--- config.mk ---
export PLATFORM = sky130hd
export DESIGN_NAME = seb_sequencer
export DESIGN_NICKNAME = d
export VERILOG_FILES = /design/src/core/seb_pkg.sv /design/src/core/seb_sync.sv /design/src/core/seb_ms_timer.sv /design/src/core/seb_sequencer.sv
export SDC_FILE = /design/constraint.sdc
export NUM_CORES = 1
export LEC_CHECK = 0
export ABC_AREA = 1
export BUFFER_PORTS_ARGS = -buffer_cell sky130_fd_sc_hd__buf_2
export CAP_MARGIN = 15
export CORE_MARGIN = 2
export CORE_UTILIZATION = 55
export DETAILED_ROUTE_END_ITERATION = 6
export PLACE_DENSITY = 0.8
export RECOVER_POWER = 50
export SYNTH_ARGS = -nofsm -noshare
export SYNTH_HDL_FRONTEND = slang
export SYNTH_SLANG_ARGS = --single-unit
--- constraint.sdc ---
create_clock -name i_core_clk -period 2.7 [get_ports i_core_clk]
set_input_delay 0.54 -clock i_core_clk [delete_from_list [all_inputs] [get_ports i_core_clk]]
set_output_delay 0.54 -clock i_core_clk [all_outputs]
set_load 0.05 [all_outputs]
--- src/core/seb_pkg.sv ---
`default_nettype none
package seb_pkg;
  // core clock and millisecond tick
  localparam int SEB_CLK_PERIOD_NS = 20;
  localparam int SEB_MS_NS         = 1_000_000;
  localparam int SEB_MS_CYCLES     = (SEB_MS_NS + SEB_CLK_PERIOD_NS - 1) / SEB_CLK_PERIOD_NS;

  // power-up interval during which servo enable is ignored, in ms
  localparam logic [15:0] SEB_POWERUP_MS    = 16'h0064;
  // speed treated as stopped, in r/min
  localparam logic [15:0] SEB_LOW_SPEED_RPM = 16'h001e;

  // register byte addresses
  localparam logic [7:0] SEB_ADDR_MOVE_DLY = 8'h00;
  localparam logic [7:0] SEB_ADDR_STOP_DLY = 8'h04;
  localparam logic [7:0] SEB_ADDR_SEQ      = 8'h08;
  localparam logic [7:0] SEB_ADDR_STATUS   = 8'h0c;
  localparam logic [7:0] SEB_ADDR_IRQ_STAT = 8'h10;
  localparam logic [7:0] SEB_ADDR_IRQ_MASK = 8'h14;

  // reset values
  localparam logic [7:0] SEB_MOVE_DLY_RST = 8'h32;
  localparam logic [7:0] SEB_STOP_DLY_RST = 8'h0a;
  localparam logic [5:0] SEB_SEQ_RST      = 6'h00;
  localparam logic [4:0] SEB_IRQ_MASK_RST = 5'h00;

  // sequence register: two bits per trigger, 1 = dynamic brake, 0 = free run
  localparam int SEB_SEQ_W         = 6;
  localparam int SEB_SEQ_SOFF_LSB  = 0;
  localparam int SEB_SEQ_ALARM_LSB = 2;
  localparam int SEB_SEQ_OT_LSB    = 4;
  localparam int SEB_SEQ_DECEL     = 0;
  localparam int SEB_SEQ_STOP      = 1;

  // sticky event bits
  localparam int SEB_IRQ_W     = 5;
  localparam int SEB_IRQ_ALARM = 0;
  localparam int SEB_IRQ_SOFF  = 1;
  localparam int SEB_IRQ_OT    = 2;
  localparam int SEB_IRQ_BRAKE = 3;
  localparam int SEB_IRQ_REFUS = 4;

  typedef enum logic [2:0] {ST_POWERUP, ST_OFF, ST_ON, ST_HOLD, ST_DECEL, ST_FAULT} seb_state_e;
endpackage
`default_nettype wire

--- src/core/seb_sync.sv ---
`default_nettype none
module seb_sync #(
  parameter int W = 4
) (
  input  wire logic         i_core_clk, // core clock
  input  wire logic         i_rst,      // synchronous reset
  input  wire logic [W-1:0] i_async,    // pin levels
  output logic      [W-1:0] o_sync      // filtered levels
);
  logic [W-1:0] ff1;
  logic [W-1:0] ff2;
  logic [W-1:0] ff3;
  wire  [W-1:0] agree = ~(ff2 ^ ff3);

  // a change is taken only once the second and third stages agree
  always_ff @(posedge i_core_clk)
  begin
    if (i_rst)
    begin
      ff1    <= '0;
      ff2    <= '0;
      ff3    <= '0;
      o_sync <= '0;
    end
    else
    begin
      ff1    <= i_async;
      ff2    <= ff1;
      ff3    <= ff2;
      o_sync <= (agree & ff3) | (~agree & o_sync);
    end
  end
endmodule
`default_nettype wire

--- src/core/seb_ms_timer.sv ---
`default_nettype none
module seb_ms_timer #(
  parameter int MS_CYCLES = 50000
) (
  input  wire logic        i_core_clk, // core clock
  input  wire logic        i_rst,      // synchronous reset
  input  wire logic        i_start,    // load and start
  input  wire logic [15:0] i_ms,       // interval in ms
  output logic             o_done      // interval elapsed, holds until next start
);
  localparam logic [15:0] PRE_LAST = 16'(MS_CYCLES - 1);
  logic [15:0] pre;
  logic [15:0] cnt;
  logic        run;

  assign o_done = run && (cnt == 16'h0000);

  always_ff @(posedge i_core_clk)
  begin
    if (i_rst)
    begin
      pre <= 16'h0000;
      cnt <= 16'h0000;
      run <= 1'b0;
    end
    else if (i_start)
    begin
      pre <= 16'h0000;
      cnt <= i_ms;
      run <= 1'b1;
    end
    else if (run && cnt != 16'h0000)
    begin
      if (pre == PRE_LAST)
      begin
        pre <= 16'h0000;
        cnt <= cnt - 16'h0001;
      end
      else
      begin
        pre <= pre + 16'h0001;
      end
    end
  end
endmodule
`default_nettype wire

--- src/core/seb_sequencer.sv ---
// How it works
// - ignore servo enable during power-up interval
// - alarm: release brake output after shorter delay
// - servo-off moving: same shorter brake delay
// - servo-off stopped: stopped delay before de-energise
// - enable accepted only below low speed
// - enable during deceleration held until stopped
// - brake output high means brake released
// - dynamic brake on servo-off, alarm, overtravel
// - per-trigger parameter picks brake or free-run
// - dynamic brake always on without main power
`default_nettype none
module seb_sequencer
  import seb_pkg::*;
#(
  parameter int MS_CYCLES = SEB_MS_CYCLES
) (
  input  wire logic        i_core_clk,             // 50 MHz core clock
  input  wire logic        i_rst,                  // synchronous reset, high
  input  wire logic        i_servo_enable_input,   // servo enable pin
  input  wire logic        i_cw_travel_inhibit,    // cw overtravel pin
  input  wire logic        i_ccw_travel_inhibit,   // ccw overtravel pin
  input  wire logic        i_main_power_on,        // main power present pin
  input  wire logic        i_alarm,                // protective function tripped
  input  wire logic [15:0] i_speed_rpm,            // measured speed magnitude
  input  wire logic [7:0]  i_addr,                 // register byte address
  input  wire logic [31:0] i_wr_data,              // register write data
  input  wire logic        i_wr,                   // write strobe
  input  wire logic        i_rd,                   // read strobe
  output logic      [31:0] o_rd_data,              // read data, cycle after strobe
  output logic             o_brake_release_output, // high frees the shaft
  output logic             o_dynamic_brake,        // high shorts the windings
  output logic             o_motor_energise,       // power stage enabled
  output logic             o_irq                   // level interrupt
);
  seb_state_e state;
  seb_state_e next_state;

  logic [7:0]           moving_brake_delay_param;
  logic [7:0]           stopped_brake_delay_param;
  logic [SEB_SEQ_W-1:0] seq;
  logic [SEB_IRQ_W-1:0] irq_stat;
  logic [SEB_IRQ_W-1:0] irq_mask;
  logic                 first;
  logic                 ot_prev;
  logic                 en_prev;
  logic [3:0]           pins;
  logic [15:0]          tmr_ms;
  logic                 tmr_done;
  logic                 next_release;
  logic                 next_db;
  logic                 next_energise;
  logic [31:0]          rd_mux;

  wire [1:0] servo_off_sequence_param      = seq[SEB_SEQ_SOFF_LSB +: 2];
  wire [1:0] alarm_stop_sequence_param     = seq[SEB_SEQ_ALARM_LSB +: 2];
  wire [1:0] overtravel_stop_sequence_param = seq[SEB_SEQ_OT_LSB +: 2];

  // pin inputs cross into the core clock
  seb_sync #(
    .W (4)
  ) u_sync (
    .i_core_clk (i_core_clk),
    .i_rst      (i_rst),
    .i_async    ({i_main_power_on, i_ccw_travel_inhibit, i_cw_travel_inhibit,
                  i_servo_enable_input}),
    .o_sync     (pins)
  );

  wire en_sync   = pins[0];
  wire ot_active = pins[1] | pins[2];
  wire power_ok  = pins[3];
  wire speed_low = i_speed_rpm < SEB_LOW_SPEED_RPM;

  // picks brake or free-run for one trigger from its two-bit selection
  function automatic logic db_select(input logic [1:0] sel, input logic stopped);
    db_select = stopped ? sel[SEB_SEQ_STOP] : sel[SEB_SEQ_DECEL];
  endfunction

  // ---------------- sequencing ----------------
  always_comb
  begin
    next_state = state;
    unique case (state)
      ST_POWERUP:
      begin
        if (tmr_done)
          next_state = ST_OFF;
      end
      ST_OFF:
      begin
        if (en_sync && speed_low && power_ok && !i_alarm)
          next_state = ST_ON;
      end
      ST_ON:
      begin
        if (i_alarm)
          next_state = ST_FAULT;
        else if (!en_sync || !power_ok)
          next_state = speed_low ? ST_HOLD : ST_DECEL;
      end
      ST_HOLD:
      begin
        if (i_alarm)
          next_state = ST_FAULT;
        else if (tmr_done)
          next_state = ST_OFF;
      end
      ST_DECEL:
      begin
        if (i_alarm)
          next_state = ST_FAULT;
        else if (speed_low)
          next_state = ST_OFF;
      end
      ST_FAULT:
      begin
        if (!i_alarm && speed_low)
          next_state = ST_OFF;
      end
    endcase
  end

  // interval for the state being entered
  always_comb
  begin
    unique case (next_state)
      ST_POWERUP: tmr_ms = SEB_POWERUP_MS;
      ST_HOLD:    tmr_ms = {8'h00, stopped_brake_delay_param};
      ST_DECEL:   tmr_ms = {8'h00, moving_brake_delay_param};
      ST_FAULT:   tmr_ms = {8'h00, moving_brake_delay_param};
      default:    tmr_ms = 16'h0000;
    endcase
  end

  wire tmr_start = first || (next_state != state);

  seb_ms_timer #(
    .MS_CYCLES (MS_CYCLES)
  ) u_timer (
    .i_core_clk (i_core_clk),
    .i_rst      (i_rst),
    .i_start    (tmr_start),
    .i_ms       (tmr_ms),
    .o_done     (tmr_done)
  );

  // brake held released while coasting only until the shorter of delay or low speed;
  // on the entry edge the timer still shows the old interval, so only the source counts
  wire coast_release = !speed_low &&
                       ((state == ST_ON) || (state == next_state && !tmr_done));

  always_comb
  begin
    unique case (next_state)
      ST_ON:    next_release = 1'b1;
      ST_DECEL: next_release = o_brake_release_output && coast_release;
      ST_FAULT: next_release = o_brake_release_output && coast_release;
      default:  next_release = 1'b0;
    endcase
  end

  // overtravel frees the stage so the selected stop method can act
  assign next_energise = (next_state == ST_HOLD) ||
                         (next_state == ST_ON && !ot_active);

  always_comb
  begin
    if (!power_ok)
      next_db = 1'b1;
    else
    begin
      unique case (next_state)
        ST_ON:    next_db = ot_active &&
                            db_select(overtravel_stop_sequence_param, speed_low);
        ST_HOLD:  next_db = 1'b0;
        ST_FAULT: next_db = db_select(alarm_stop_sequence_param, speed_low);
        default:  next_db = db_select(servo_off_sequence_param, speed_low);
      endcase
    end
  end

  always_ff @(posedge i_core_clk)
  begin
    if (i_rst)
    begin
      state                  <= ST_POWERUP;
      first                  <= 1'b1;
      o_brake_release_output <= 1'b0;
      o_dynamic_brake        <= 1'b1;
      o_motor_energise       <= 1'b0;
    end
    else
    begin
      state                  <= next_state;
      first                  <= 1'b0;
      o_brake_release_output <= next_release;
      o_dynamic_brake        <= next_db;
      o_motor_energise       <= next_energise;
    end
  end

  // ---------------- registers and events ----------------
  wire wr_move  = i_wr && (i_addr == SEB_ADDR_MOVE_DLY);
  wire wr_stop  = i_wr && (i_addr == SEB_ADDR_STOP_DLY);
  wire wr_seq   = i_wr && (i_addr == SEB_ADDR_SEQ);
  wire wr_mask  = i_wr && (i_addr == SEB_ADDR_IRQ_MASK);
  wire rd_istat = i_rd && (i_addr == SEB_ADDR_IRQ_STAT);

  wire [SEB_IRQ_W-1:0] ev;
  assign ev[SEB_IRQ_ALARM] = (next_state == ST_FAULT) && (state != ST_FAULT);
  assign ev[SEB_IRQ_SOFF]  = (state == ST_ON) &&
                             (next_state == ST_HOLD || next_state == ST_DECEL);
  assign ev[SEB_IRQ_OT]    = ot_active && !ot_prev;
  assign ev[SEB_IRQ_BRAKE] = o_brake_release_output && !next_release;
  // enable raised while it cannot be taken
  assign ev[SEB_IRQ_REFUS] = en_sync && !en_prev && (next_state != ST_ON);

  wire [SEB_IRQ_W-1:0] clr = rd_istat ? {SEB_IRQ_W{1'b1}} : {SEB_IRQ_W{1'b0}};

  always_comb
  begin
    unique case (i_addr)
      SEB_ADDR_MOVE_DLY: rd_mux = {24'h000000, moving_brake_delay_param};
      SEB_ADDR_STOP_DLY: rd_mux = {24'h000000, stopped_brake_delay_param};
      SEB_ADDR_SEQ:      rd_mux = {26'h0000000, seq};
      SEB_ADDR_STATUS:   rd_mux = {23'h000000, power_ok, en_sync, speed_low,
                                   o_dynamic_brake, o_motor_energise,
                                   o_brake_release_output, state};
      SEB_ADDR_IRQ_STAT: rd_mux = {27'h0000000, irq_stat};
      SEB_ADDR_IRQ_MASK: rd_mux = {27'h0000000, irq_mask};
      default:           rd_mux = 32'h00000000;
    endcase
  end

  assign o_irq = |(irq_stat & irq_mask);

  always_ff @(posedge i_core_clk)
  begin
    if (i_rst)
    begin
      moving_brake_delay_param  <= SEB_MOVE_DLY_RST;
      stopped_brake_delay_param <= SEB_STOP_DLY_RST;
      seq                       <= SEB_SEQ_RST;
      irq_mask                  <= SEB_IRQ_MASK_RST;
      irq_stat                  <= '0;
      ot_prev                   <= 1'b0;
      en_prev                   <= 1'b0;
      o_rd_data                 <= 32'h00000000;
    end
    else
    begin
      if (wr_move)
        moving_brake_delay_param <= i_wr_data[7:0];
      if (wr_stop)
        stopped_brake_delay_param <= i_wr_data[7:0];
      if (wr_seq)
        seq <= i_wr_data[SEB_SEQ_W-1:0];
      if (wr_mask)
        irq_mask <= i_wr_data[SEB_IRQ_W-1:0];
      // a new event in the clearing cycle survives the clear
      irq_stat  <= (irq_stat & ~clr) | ev;
      ot_prev   <= ot_active;
      en_prev   <= en_sync;
      o_rd_data <= i_rd ? rd_mux : 32'h00000000;
    end
  end
endmodule
`default_nettype wire

==> reports/results.txt <==
Run status: complete, but fails checks
Failing checks: capacitance limit, slew limit
Core Util, Final: 62.0%
Final setup violation count: 0
Gr usage total: 23.6%
Num CTS Buffers: 9
Largest net degree at the start of global routing: 36
Final min period: 2.41 ns
Critical Path RT: 2.99 ns
Crit path max fanout: 13
CP Capture Type: flop
Residual DRC: 0
Synth-to-Final Area Change: 9.51%
Power Density: 821 mW/mm^2
Share of cells above drive strength 1: 12.4%
H-Tree Level Count: 3
Global-route wire length before repair: 19.2 mm
DR vias: 4,689
Final Max Tran Viols: 36
Syn avg cell area: 7.05 sq um
CP arrival: 2.70 ns
Final number of hold-violating endpoints: 0
Sequential area share after synthesis: 40.2%
WL final: 11.3 mm
CTS root buf: clkbuf_8
DR vias/cell: 5.37
Placer Congestion: 0.928
RSZ-0062 raised after global routing: false
Yosys cell types: 46
Relative slew slack: -7.47%
CP top delay family: simple AND/OR/NAND/NOR gates
Crit Path Category: flop to flop
R2R depth: 18
ANT nets after route: 0
Drt initial violations: 302
Clock buffer depth: 2
Slew of the pin with the lowest slew margin: 1.61 ns
Initial DRT Pass Iterations: 5
Die height: 98.7 um
CTS tree: yes
CP Depth: 18
Maxcap violations: 1
Psw: 1920 uW
Post-cts resize count: 0
Hold path depth: 3
Slowest cell on the critical path: dfxtp_1
Fmax: 416 MHz
Post-synth EDFFs: 0
Vias in the first global route: 4,350
Hold Slack: 0.376 ns
Wire per inst: 13.0 um
Post-CTS setup buffers: 0
Yosys warns: 0
Sw Share: 43.3%
Overflow left after global routing: 0
Reg clk slew, reported paths: 0.10 ns
#FFs+latches synth: 99
Initial antenna violation count: 0
Hold_buf cts: 0
Max stage delay on crit path: 0.34 ns
Filler Cell Count: 801
Combinational cell fraction of total power: 41.7%
Chip Width: 98.7 um
Antenna Cells: 0
Clock Power Share: 20.2%
Core outline area: 0.00872 sq mm
Worst-skew pair later-pin latency: 0.37 ns
Worst vdd ir: 0.000567 V
Clock sinks: 99
Die area: 0.00975 sq mm
Final net count: 828
Internal power: 2520 uW
Starting Density: 56.6%
Skew final: 0.00943 ns
Crit path launch type: flop
IO Port Bufs: 52
Static Leak: 0.00218 uW
Crit-path cells: inv_1 > ha_1 > nand2_1 > nor2_1 > nand3_2 > nand2_1 > nand2_1 > nand2_1 > nand2_1 > nand2_1 > nand2_1 > nand2_2 > nand2_2 > nor2_4 > nand2_2 > clkinv_2 > nand2_2 > nor3_1
Most frequent CP cell: nand2_1
Critical path buffer and inverter count: 2
Period utilisation layout: 89.1%
Worst Hold Class: primary input to flop
IO Pins: 101
Cell count after synthesis: 700
Total negative slack: 0 ns
Post-detail-place hpwl: 8.47 mm
Std cell rows: 34
Sequential share of power: 38.1%
Mapped Area: 0.00494 sq mm
Synth Flop Type: dfxtp_1
Post-synth ARST share: 0%
## cell type report
type	instances	area [sq um]	area share, %
clock inverter	7	58.8	1.09
timing repair buffer	63	312	5.76
inverter	95	358	6.62
multi-input combinational	492	2440	45.1
clock buffer	9	124	2.29
sequential	99	1980	36.7
tap	108	135	2.50
## tightest hold or removal path, cell delays in order
cell	delay (ns)
buf_2	0.10
inv_1	0.04
nor2_1	0.03
## worst paths after layout
kind	start	endpoint	slack (ns)
worst min register to register	u_sync.ff1[3]	u_sync.ff2[3]	0.41
worst max register to register	u_timer.cnt[0]	u_timer.pre[14]	0.29
worst max-delay path	u_timer.cnt[0]	u_timer.pre[14]	0.29
worst min-delay path	i_cw_travel_inhibit	u_sync.ff1[1]	0.38
## metrics by stage
step | cell area [sq um] | cells | total power, uW | worst slack [ns]
finish | 5410 | 873 | 4440 | 0.295
global route | 5410 | 873 | 4760 | 0.0275
CTS | 5440 | 873 | 4440 | 0.276
detailed placement | 5250 | 857 | 3530 | 0.134
global placement | 5250 | 857 | 3480 | 0.200
floorplan | 5020 | 722 | 3190 | 0.551
## routing by layer
metal	vias up	global-route usage (%)	part of all wire (%)
met5	-	0	0
met4	0	7.69	1.5
met1	2122	30.5	44
met2	189	40.3	47
li1	2358	-	-
met3	20	3.97	7.2
## power groups by stage
stage                     registers (uW)  clock network, uW  logic [uW]
after global placement              1710                  0        1760
after floorplan                     1690                  0        1500
final                               1690                897        1850
after global routing                1700                968        2090
after detailed placement            1720                  0        1810
after CTS                           1690                924        1830
## state kept, by name (all words and copies together) (netlist names), 3 cells and up, named ones only
signal	cells
u_sync.ff1	4
seq	6
irq_stat	5
u_sync.ff2	4
u_sync.ff3	4
u_timer.cnt	16
o_rd_data	9
u_timer.pre	16
irq_mask	5
stopped_brake_delay_param	8
state	3
moving_brake_delay_param	8
## cells in the mapped netlist (all sizes together) (3+ instances only)
master / n / share of area [%]
a21oi: 52 / 5.5
a22oi: 3 / 0.46
buf: 29 / 4.4
clkbuf: 7 / 0.53
clkinv: 3 / 0.25
dfxtp: 99 / 40
ha: 3 / 0.76
inv: 92 / 7.0
nand2: 120 / 9.4
nand3: 29 / 3.0
nand4: 13 / 1.6
nor2: 120 / 9.7
nor3: 16 / 2.0
nor4: 7 / 0.89
o211ai: 7 / 1.1
o21ai: 45 / 4.6
o22ai: 15 / 1.9
xnor2: 6 / 1.1
xor2: 14 / 2.5
## placed cells by master (no fill, tap or decap), types with 7 or more instances in the layout
cell type,n
inv_2,7
xor2_1,14
nand4_1,13
clkbuf_8,9
nor2_1,111
dfxtp_1,99
inv_1,85
a21oi_1,49
nor2_2,8
buf_2,39
nand3_1,28
nor4_1,7
clkbuf_1,17
o22ai_1,15
o211ai_1,7
conb_1,23
o21ai_0,43
nand2_1,114
nor3_1,12
buf_4,7
## cells by family (layout without fill, tap and decap cells)
| group | count (synthesis) | after routing | share of synthesized area, % |
|---|---|---|---|
| other | 1 | 23 | 0.0760 |
| flip-flops | 99 | 99 | 40.2 |
| buffers and inverters | 131 | 174 | 12.2 |
| AND/OR/NAND/NOR | 310 | 310 | 27.5 |
| AO/OA/AOI/OAI | 136 | 136 | 15.8 |
| adder cells (fa/ha/maj) | 3 | 3 | 0.761 |
| XOR/XNOR | 20 | 20 | 3.55 |
(Power assumes the default switching activity.)
